## src/hdl/swl_pkg.sv

```systemverilog
// Constants and types for the single-wire link slave physical layer
package swl_pkg;
  // Clock and link times in their own units
  localparam int CLK_NS     = 100;
  localparam int BIT_MIN_NS = 1000;
  localparam int BIT_MAX_NS = 5000;
  localparam int EXT_MIN_NS = 590;
  localparam int EXT_MAX_NS = 10000;
  localparam int DEACT_NS   = 100000;
  localparam int RESP_NS    = 5000;
  localparam int PS_MS      = 10;
  // Cycle counts: least times round up, longest times round down
  localparam logic [7:0]  PER_MIN_DEF = 8'((BIT_MIN_NS + CLK_NS - 1) / CLK_NS);
  localparam logic [7:0]  PER_MAX_DEF = 8'(BIT_MAX_NS / CLK_NS);
  localparam logic [7:0]  PER_MIN_EXT = 8'((EXT_MIN_NS + CLK_NS - 1) / CLK_NS);
  localparam logic [7:0]  PER_MAX_EXT = 8'(EXT_MAX_NS / CLK_NS);
  localparam logic [10:0] DEACT_CYC   = 11'(DEACT_NS / CLK_NS + 1);
  localparam logic [5:0]  RESP_CYC    = 6'(RESP_NS / CLK_NS);
  localparam int          PS_CYC_DEF  = PS_MS * 1000000 / CLK_NS;
  // Master resume: transition bit plus idle bits
  localparam logic [3:0]  RESUME_IDLE = 4'h8;
  localparam logic [3:0]  RESUME_EVT  = RESUME_IDLE + 4'h1;
  localparam logic [3:0]  TX_LAST     = 4'h7;
  // Register offsets
  localparam logic [3:0]  REG_CTRL = 4'h0;
  localparam logic [3:0]  REG_STAT = 4'h4;
  localparam logic [3:0]  REG_RXD  = 4'h8;
  localparam logic [3:0]  REG_TXD  = 4'hC;
  // Control bit positions (3 and up are write-only pulses)
  localparam int CB_EXT    = 0;
  localparam int CB_IDLE   = 1;
  localparam int CB_NMA    = 2;
  localparam int CB_PMLOW  = 3;
  localparam int CB_PMFULL = 4;
  localparam int CB_NONACT = 5;
  localparam int CB_OIFFUL = 6;
  localparam int CB_OIFRES = 7;
  // Status field positions
  localparam int SB_ST  = 0;
  localparam int SB_PM  = 3;
  localparam int SB_PS  = 5;
  localparam int SB_TXB = 6;
  localparam int SB_RXN = 7;
  localparam int SB_RXE = 8;
  localparam int SB_RSE = 9;
  localparam int TB_PND = 8;
  localparam logic [2:0] CTRL_RST = 3'h0;

  typedef enum logic [2:0] {ST_DEACT, ST_SUSP, ST_MRES, ST_SRES, ST_ACT} swl_state_t;
  typedef enum logic [1:0] {PM_INIT, PM_LOW, PM_FULL} swl_pm_t;
  typedef struct packed {
    logic valid;
    logic val;
    logic err;
  } swl_bit_t;
  typedef struct packed {
    logic nma;
    logic idle;
    logic ext;
  } swl_ctrl_t;
endpackage : swl_pkg

```

## src/hdl/swl_phy.sv

```systemverilog
// Single-wire link slave physical layer: interface states, current drive, power modes
`timescale 1ns/1ps
module swl_phy
  import swl_pkg::*;
#(
  parameter int PS_CYC = PS_CYC_DEF
)(
  input  wire logic        sys_clk,
  input  wire logic        sys_rst,
  input  wire logic        master_voltage_signal,
  output logic             slave_current_signal,
  input  wire logic [3:0]  reg_addr,
  input  wire logic [31:0] reg_wdata,
  input  wire logic        reg_wr,
  input  wire logic        reg_rd,
  output logic [31:0]      reg_rdata
);
  localparam int PSW = $clog2(PS_CYC + 1);

  logic           line_lvl;
  logic           rise_p;
  logic           fall_p;
  swl_bit_t       rx_bit;
  swl_ctrl_t      ctrl_r;
  swl_state_t     st_r;
  swl_pm_t        pm_r;
  logic [10:0]    run_cnt_r;
  logic [3:0]     evt_cnt_r;
  logic [5:0]     resp_cnt_r;
  logic [PSW-1:0] ps_cnt_r;
  logic           ps_r;
  logic           cur_r;
  logic [7:0]     tx_sh_r;
  logic [3:0]     tx_left_r;
  logic [7:0]     tx_byte_r;
  logic           tx_pend_r;
  logic [7:0]     rx_sh_r;
  logic           rx_new_r;
  logic           rx_err_r;
  logic           resp_err_r;
  logic [31:0]    rdata_r;
  logic [31:0]    stat_w;
  logic [10:0]    bit_max;
  logic           wr_ctrl;
  logic           wr_tx;
  logic           rd_stat;
  logic           pm_low_p;
  logic           pm_full_p;
  logic           nonact_p;
  logic           oif_full_p;
  logic           oif_res_p;
  logic           deact_hit;
  logic           susp_hit;
  logic           resp_to;
  logic           tx_load;
  logic           tx_run;
  logic           ps_cond;

  // Pulse-width decoder on the synchronised master voltage
  swl_bit_dec u_dec (
    .sys_clk  (sys_clk),
    .sys_rst  (sys_rst),
    .volt_pin (master_voltage_signal),
    .ext_en   (ctrl_r.ext),
    .line_lvl (line_lvl),
    .rise_p   (rise_p),
    .fall_p   (fall_p),
    .rx_bit   (rx_bit)
  );

  // Register strobes and control pulses
  assign wr_ctrl    = reg_wr && reg_addr == REG_CTRL;
  assign wr_tx      = reg_wr && reg_addr == REG_TXD;
  assign rd_stat    = reg_rd && reg_addr == REG_STAT;
  assign pm_low_p   = wr_ctrl && reg_wdata[CB_PMLOW];
  assign pm_full_p  = wr_ctrl && reg_wdata[CB_PMFULL];
  assign nonact_p   = wr_ctrl && reg_wdata[CB_NONACT];
  assign oif_full_p = wr_ctrl && reg_wdata[CB_OIFFUL];
  assign oif_res_p  = wr_ctrl && reg_wdata[CB_OIFRES];

  // Line events; the suspend limit follows the agreed bit duration range
  assign bit_max   = ctrl_r.ext ? {3'h0, PER_MAX_EXT} : {3'h0, PER_MAX_DEF};
  assign deact_hit = !line_lvl && run_cnt_r >= DEACT_CYC && st_r != ST_DEACT;
  assign susp_hit  = line_lvl && run_cnt_r > bit_max && (st_r == ST_ACT || st_r == ST_MRES);
  assign resp_to   = st_r == ST_SRES && !fall_p && resp_cnt_r == RESP_CYC - 6'h01;
  assign tx_run    = st_r == ST_ACT || st_r == ST_MRES || st_r == ST_SRES;
  assign tx_load   = tx_run && fall_p && tx_left_r == 4'h0 && tx_pend_r && !deact_hit;
  assign ps_cond   = ctrl_r.idle && (st_r == ST_DEACT || (st_r == ST_SUSP && ctrl_r.nma));

  // Run length of the present line level, saturating
  always_ff @(posedge sys_clk) begin
    if (sys_rst) begin
      run_cnt_r <= 11'h000;
    end else if (rise_p || fall_p) begin
      run_cnt_r <= 11'h001;
    end else if (run_cnt_r != 11'h7FF) begin
      run_cnt_r <= run_cnt_r + 11'h001;
    end
  end

  // Interface state machine; deactivation overrides every state
  always_ff @(posedge sys_clk) begin
    if (sys_rst) begin
      st_r <= ST_DEACT;
    end else if (deact_hit) begin
      st_r <= ST_DEACT;
    end else begin
      unique case (st_r)
        ST_DEACT: begin
          if (line_lvl)
            st_r <= ST_SUSP;
        end
        ST_SUSP: begin
          if (fall_p)
            st_r <= ST_MRES;
          else if (tx_pend_r)
            st_r <= ST_SRES;
        end
        ST_MRES: begin
          if (susp_hit)
            st_r <= ST_SUSP;
          else if (rx_bit.valid && evt_cnt_r == RESUME_EVT - 4'h1)
            st_r <= ST_ACT;
        end
        ST_SRES: begin
          if (fall_p)
            st_r <= ST_ACT;
          else if (resp_to)
            st_r <= ST_SUSP;
        end
        ST_ACT: begin
          if (susp_hit)
            st_r <= ST_SUSP;
        end
      endcase
    end
  end

  // Bits seen since the master's resume edge, transition bit included
  always_ff @(posedge sys_clk) begin
    if (sys_rst || st_r != ST_MRES) begin
      evt_cnt_r <= 4'h0;
    end else if (rx_bit.valid) begin
      evt_cnt_r <= evt_cnt_r + 4'h1;
    end
  end

  // Wait for the master's answer to a slave resume
  always_ff @(posedge sys_clk) begin
    if (sys_rst || st_r != ST_SRES) begin
      resp_cnt_r <= 6'h00;
    end else begin
      resp_cnt_r <= resp_cnt_r + 6'h01;
    end
  end

  // Current drive: bits switched at falling edges, so the master sees a settled level; slave wake and clears act at once
  always_ff @(posedge sys_clk) begin
    if (sys_rst) begin
      cur_r     <= 1'b0;
      tx_sh_r   <= 8'h00;
      tx_left_r <= 4'h0;
    end else if (deact_hit || susp_hit || resp_to || st_r == ST_DEACT) begin
      cur_r     <= 1'b0;
      tx_left_r <= 4'h0;
    end else if (st_r == ST_SUSP) begin
      cur_r <= tx_pend_r && !fall_p;
    end else if (fall_p) begin
      if (tx_left_r != 4'h0) begin
        cur_r     <= tx_sh_r[7];
        tx_sh_r   <= {tx_sh_r[6:0], 1'b0};
        tx_left_r <= tx_left_r - 4'h1;
      end else if (tx_load) begin
        cur_r     <= tx_byte_r[7];
        tx_sh_r   <= {tx_byte_r[6:0], 1'b0};
        tx_left_r <= TX_LAST;
      end else begin
        cur_r <= 1'b0;
      end
    end
  end

  assign slave_current_signal = cur_r;

  // One-byte transmit holding register; a new write wins over the load
  always_ff @(posedge sys_clk) begin
    if (sys_rst) begin
      tx_pend_r <= 1'b0;
      tx_byte_r <= 8'h00;
    end else if (wr_tx) begin
      tx_pend_r <= 1'b1;
      tx_byte_r <= reg_wdata[7:0];
    end else if (tx_load) begin
      tx_pend_r <= 1'b0;
    end
  end

  // Received bits, newest in bit 0; flags clear on status read unless set again
  always_ff @(posedge sys_clk) begin
    if (sys_rst) begin
      rx_sh_r  <= 8'h00;
      rx_new_r <= 1'b0;
      rx_err_r <= 1'b0;
    end else begin
      if (rd_stat) begin
        rx_new_r <= 1'b0;
        rx_err_r <= 1'b0;
      end
      if (rx_bit.valid && st_r == ST_ACT) begin
        rx_sh_r  <= {rx_sh_r[6:0], rx_bit.val};
        rx_new_r <= 1'b1;
        if (rx_bit.err)
          rx_err_r <= 1'b1;
      end
    end
  end

  // Master missed the resume answer window
  always_ff @(posedge sys_clk) begin
    if (sys_rst) begin
      resp_err_r <= 1'b0;
    end else if (resp_to) begin
      resp_err_r <= 1'b1;
    end else if (rd_stat) begin
      resp_err_r <= 1'b0;
    end
  end

  // Power mode is chosen once per supply cycle; full wins a tie
  always_ff @(posedge sys_clk) begin
    if (sys_rst) begin
      pm_r <= PM_INIT;
    end else if (pm_r == PM_INIT) begin
      if (pm_full_p || oif_full_p)
        pm_r <= PM_FULL;
      else if (pm_low_p || nonact_p)
        pm_r <= PM_LOW;
    end
  end

  // Power saving timer; long enough that tests shorten it by parameter
  always_ff @(posedge sys_clk) begin
    if (sys_rst || !ps_cond || oif_res_p) begin
      ps_cnt_r <= '0;
    end else if (ps_cnt_r != PSW'(PS_CYC)) begin
      ps_cnt_r <= ps_cnt_r + PSW'(1);
    end
  end

  // Power saving flag; leaving the idle condition ends it
  always_ff @(posedge sys_clk) begin
    if (sys_rst) begin
      ps_r <= 1'b0;
    end else if (ps_cond && !oif_res_p && ps_cnt_r == PSW'(PS_CYC - 1)) begin
      ps_r <= 1'b1;
    end else if (!ps_cond || oif_res_p) begin
      ps_r <= 1'b0;
    end
  end

  // Control register: steering bits stored, pulse bits only act
  always_ff @(posedge sys_clk) begin
    if (sys_rst) begin
      ctrl_r <= CTRL_RST;
    end else if (wr_ctrl) begin
      ctrl_r.ext  <= reg_wdata[CB_EXT];
      ctrl_r.idle <= reg_wdata[CB_IDLE];
      ctrl_r.nma  <= reg_wdata[CB_NMA];
    end
  end

  // Status word
  always_comb begin
    stat_w               = 32'h0000_0000;
    stat_w[SB_ST +: 3]   = st_r;
    stat_w[SB_PM +: 2]   = pm_r;
    stat_w[SB_PS]        = ps_r;
    stat_w[SB_TXB]       = tx_pend_r || tx_left_r != 4'h0;
    stat_w[SB_RXN]       = rx_new_r;
    stat_w[SB_RXE]       = rx_err_r;
    stat_w[SB_RSE]       = resp_err_r;
  end

  // Read data stand for one cycle only; unmapped offsets read zero
  always_ff @(posedge sys_clk) begin
    if (sys_rst || !reg_rd) begin
      rdata_r <= 32'h0000_0000;
    end else begin
      case (reg_addr)
        REG_CTRL: rdata_r <= {29'h0000_0000, ctrl_r};
        REG_STAT: rdata_r <= stat_w;
        REG_RXD:  rdata_r <= {24'h00_0000, rx_sh_r};
        REG_TXD:  rdata_r <= {23'h00_0000, tx_pend_r, tx_byte_r};
        default:  rdata_r <= 32'h0000_0000;
      endcase
    end
  end

  assign reg_rdata = rdata_r;
endmodule : swl_phy

```

## src/hdl/swl_bit_dec.sv

```systemverilog
// Bit decoder: synchronises the master voltage and classifies each bit
`timescale 1ns/1ps
module swl_bit_dec
  import swl_pkg::*;
(
  input  wire logic sys_clk,
  input  wire logic sys_rst,
  input  wire logic volt_pin,
  input  wire logic ext_en,
  output logic      line_lvl,
  output logic      rise_p,
  output logic      fall_p,
  output swl_bit_t  rx_bit
);
  logic        sync1_r;
  logic        sync2_r;
  logic        have_r;
  logic [7:0]  per_cnt_r;
  logic [7:0]  hi_cnt_r;
  logic        rise_c;
  logic        is_one;
  logic        band_ok;
  logic        range_ok;
  logic [11:0] hi10;
  logic [11:0] per2;
  logic [11:0] per3;
  logic [11:0] per7;
  logic [11:0] per8;

  // Two-flop synchroniser; the first stage feeds only the second
  always_ff @(posedge sys_clk) begin
    if (sys_rst) begin
      sync1_r <= 1'b0;
      sync2_r <= 1'b0;
    end else begin
      sync1_r <= volt_pin;
      sync2_r <= sync1_r;
    end
  end

  // Level and edge pulses, all aligned to one cycle
  always_ff @(posedge sys_clk) begin
    if (sys_rst) begin
      line_lvl <= 1'b0;
      rise_p   <= 1'b0;
      fall_p   <= 1'b0;
    end else begin
      line_lvl <= sync2_r;
      rise_p   <= sync2_r & ~line_lvl;
      fall_p   <= ~sync2_r & line_lvl;
    end
  end

  assign rise_c = sync2_r & ~line_lvl;

  // Period and high time restart at every rising edge
  always_ff @(posedge sys_clk) begin
    if (sys_rst) begin
      have_r    <= 1'b0;
      per_cnt_r <= 8'h00;
      hi_cnt_r  <= 8'h00;
    end else if (rise_c) begin
      have_r    <= 1'b1;
      per_cnt_r <= 8'h01;
      hi_cnt_r  <= 8'h01;
    end else begin
      if (per_cnt_r != 8'hFF)
        per_cnt_r <= per_cnt_r + 8'h01;
      if (sync2_r && hi_cnt_r != 8'hFF)
        hi_cnt_r <= hi_cnt_r + 8'h01;
    end
  end

  // Half-period decision, then tolerance bands as a check
  assign hi10     = 12'(hi_cnt_r) * 12'h00A;
  assign per2     = 12'(per_cnt_r) * 12'h002;
  assign per3     = 12'(per_cnt_r) * 12'h003;
  assign per7     = 12'(per_cnt_r) * 12'h007;
  assign per8     = 12'(per_cnt_r) * 12'h008;
  assign is_one   = {hi_cnt_r, 1'b0} > {1'b0, per_cnt_r};
  assign band_ok  = is_one ? (hi10 >= per7 && hi10 <= per8)
                           : (hi10 >= per2 && hi10 <= per3);
  assign range_ok = ext_en ? (per_cnt_r >= PER_MIN_EXT && per_cnt_r <= PER_MAX_EXT)
                           : (per_cnt_r >= PER_MIN_DEF && per_cnt_r <= PER_MAX_DEF);

  // One decoded bit per rising edge after the first
  always_ff @(posedge sys_clk) begin
    if (sys_rst) begin
      rx_bit <= '0;
    end else begin
      rx_bit.valid <= rise_c && have_r;
      rx_bit.val   <= is_one;
      rx_bit.err   <= !(band_ok && range_ok);
    end
  end
endmodule : swl_bit_dec

```

## config.mk

```make
export PLATFORM = sky130hd
export DESIGN_NAME = swl_phy
export DESIGN_NICKNAME = d
export VERILOG_FILES = /design/src/hdl/swl_pkg.sv /design/src/hdl/swl_phy.sv /design/src/hdl/swl_bit_dec.sv
export SDC_FILE = /design/constraint.sdc
export NUM_CORES = 1
export LEC_CHECK = 0
export ABC_CLOCK_PERIOD_IN_PS = 3600
export BUFFER_PORTS_ARGS = -buffer_cell sky130_fd_sc_hd__buf_4
export CAP_MARGIN = 20
export CORE_MARGIN = 4
export CORE_UTILIZATION = 50
export CTS_CLUSTER_SIZE = 24
export DETAILED_ROUTE_END_ITERATION = 10
export PLACE_DENSITY = 0.72
export SLEW_MARGIN = 20
export SYNTH_ARGS = -nofsm -noshare
export SYNTH_HDL_FRONTEND = slang
export SYNTH_SLANG_ARGS = --single-unit
```

## constraint.sdc

```tcl
create_clock -name sys_clk -period 3.6 [get_ports sys_clk]
set_input_delay 0 -clock sys_clk [delete_from_list [all_inputs] [get_ports sys_clk]]
set_output_delay 0 -clock sys_clk [all_outputs]
set_load 0.1 [all_outputs]
```

==> run summary <==
CP Max Fanout = 5
Maximum VDD drop = 299 µV
Worst setup SP type = register
DRC viols = 0
Port Buffers = 27
Final wirelength = 16,500 µm
Mapped Area = 7550 µm²
I/O pin total = 74
Max Cap Violations = 0
Mean Syn Cell Area = 8.69 µm²
Worst min path class = primary input to register
RSZ-0062 raised after global routing = no
Core area = 14,600 µm²
CTS tree = done
PnR worst setup slack = 0.211 ns
First-pass GRT wire length = 27,500 µm
1st-pass router iterations = 5
Root Buffer = clkbuf_16
Period minus WS final = 3.39 ns
Synth Flop Type = dfxtp_1
Initial antenna violation count = 0
Max Slew Vio Count = 0
Setup TNS = 0 ns
Fin. Hold Viols = 0
Worst path arrival time = 3.75 ns
Top delay family on crit path = compound AO/OA/AOI/OAI gates
Count leader, synth = dfxtp_1
Crit path buffers/inverters = 1
Crit path kind = register to register
Fmax = 0.295 GHz
Via count = 6,146
WP data required = 3.96 ns
Crit path cell chain = buf_4, fa_1, fa_2, a21o_1, a21oi_2, o21bai_1, a21oi_2, o21bai_1, a21oi_1, ha_1, a21oi_1, o21ai_0, a31o_2, a41oi_1, and2_1
Final instance area = 8610 µm²
Rel. slew slack = 0.400
CP max stage delay = 0.51 ns
Post-synth top cells = dfxtp_1, nor2_1, ha_1
Setup crit end kind = register
Synth unique cells = 66
H-tree levels = 4
Syn Inst Count = 868
Post-synth EDFFs = 0
Ranking of synthesized cells by area = dfxtp_1, ha_1, nor2_1
Area delta synth->final = 14.2%
ANT cells = 0
CP max-delay cell = fa_1
FILL cells = 1,329
Total global routing overflow = 0
Detailed Route Iter0 Violations = 288
Vias/cell = 5.53
HPWL after DPL = 12,200 µm
Dpl ws = 0.0839 ns
Number of warnings issued by yosys = 0
Pin count of the biggest net entering global routing = 54
Layout cells sized above 1 = 0.110
CTS Buf Count = 17
Pwr dens = 376 nW/µm²
Storage element area = 2280 µm²
Initial core utilization = 0.515
Worst Clk Skew = 0.0100 ns
DRT antenna net count = 0
Clk slew on worst S/H paths = 0.05 ns
Fin crit share = 0.941
Worst-Margin Slew = 0.896 ns
DR WL/cell = 14.8 µm
Seq/Total Area, Yosys = 0.302
GRT Total Usage = 0.199
Post-synth ARST share = 0
Post-synth top area share = 0.302
Nets = 1,067
Area taken by multi-input logic gates = 4930 µm²
Latest clock arrival within the worst-skew pair = 0.41 ns
Setup Buffers After CTS = 0
DIE AREA = 17,100 µm²
Clock sink total = 114
Run status = finished, final reports clean
Die span in x = 131 µm
Gp weighted congestion = 0.912
Placed Area = 7940 µm²
Clock Path Buffers = 2
Die H = 131 µm
Cell taking the most area after synthesis = dfxtp_1
Register bit total from synthesis = 114
Leak = 3.57 nW
Worst hold slack = 0.0320 ns
Vias in the first global route = 5,807
Final setup fails = 0
FP Rows = 44
worst paths after layout:
check / start / endpoint / slack (ns) / cells past startpoint
max: u_dec.per_cnt_r[2] / u_dec.rx_bit[0] / 0.21 / 15
min: reg_addr[0] / reg_rdata[8] / 0.03 / 4
max reg2reg: u_dec.per_cnt_r[2] / u_dec.rx_bit[0] / 0.21 / 15
min reg2reg: u_dec.sync1_r / u_dec.sync2_r / 0.44 / 1
cells in the final DEF (no fill, tap or decap), types with 9 or more instances in the layout:
master,n
nand2b_1,10
nand2_1,63
mux2i_1,21
nor3_1,11
a21o_1,11
xnor2_1,28
nor2b_1,13
fa_1,9
nand3_1,29
nor2_1,100
dlygate4sd3_1,10
xor2_1,26
conb_1,22
and3_1,18
dfxtp_1,113
or3_1,11
inv_1,42
ha_1,98
a31oi_1,9
a21oi_1,57
clkbuf_16,17
buf_4,47
o21ai_0,25
nand4_1,18
timing repair:
item | CTS | global route
gates resized for setup | 0 | 6
hold buffers | 10 | 0
setup endpoints to repair | 0 | 1
hold endpoints to repair | 14 | 0
through the flow:
step / instances / total power, W / util
after CTS: 1111 / 0.00326 / 0.587
after floorplan: 889 / 0.00160 / -
after global routing: 1111 / 0.00335 / 0.588
after global placement: 1073 / 0.00166 / 0.542
final: 1111 / 0.00324 / 0.588
after detailed placement: 1073 / 0.00166 / 0.542
sequential cells by signal (all words and copies together), names as in the netlist, 2 cells and up:
name             count
u_dec.rx_bit         3
u_dec.hi_cnt_r       8
tx_byte_r            8
ps_cnt_r            17
tx_left_r            4
reg_rdata           10
resp_cnt_r           6
pm_r                 2
u_dec.per_cnt_r      8
tx_sh_r              7
ctrl_r               3
st_r                 3
rx_sh_r              8
run_cnt_r           11
evt_cnt_r            4
worst min-delay path: cells and delay by family:
family	cells	cell delay, ns
simple gates	3	0.30
buf+inv	1	0.08
cell families (layout without fill, tap and decap cells):
logic type / count (synthesis) / in the layout / synth area share
AND/OR/NAND/NOR: 304 / 304 / 0.200
AO/OA/AOI/OAI: 172 / 172 / 0.153
flip-flops: 114 / 114 / 0.302
adder cells (fa/ha/maj): 108 / 108 / 0.189
buffers and inverters: 89 / 127 / 0.0569
XOR/XNOR: 54 / 54 / 0.0627
multiplexers: 26 / 26 / 0.0353
other: 1 / 22 / 0.000497
power by group:
| part | switching [W] | internal [W] |
|---|---|---|
| combinational | 0.000240 | 0.000116 |
| sequential | 0.0000166 | 0.00128 |
| clock | 0.000539 | 0.00105 |
| total | 0.000795 | 0.00244 |
area by class of cell:
cell class / count / share of cell area
Inverter: 42 / 0.0183
Tap cell: 184 / 0.0267
Timing Repair Buffer: 57 / 0.0526
Sequential cell: 114 / 0.265
Clock inverter: 7 / 0.00988
Clock buffer: 21 / 0.0546
Multi-Input combinational cell: 686 / 0.573
layer usage:
metal / routed length, µm / part of all wire / GRT usage
met3: 747 / 0.045 / 0.0362
met1: 7700 / 0.47 / 0.258
met5: 0 / 0 / 0
met4: 272 / 0.017 / 0.0720
met2: 7760 / 0.47 / 0.331
(Power assumes the default switching activity.)
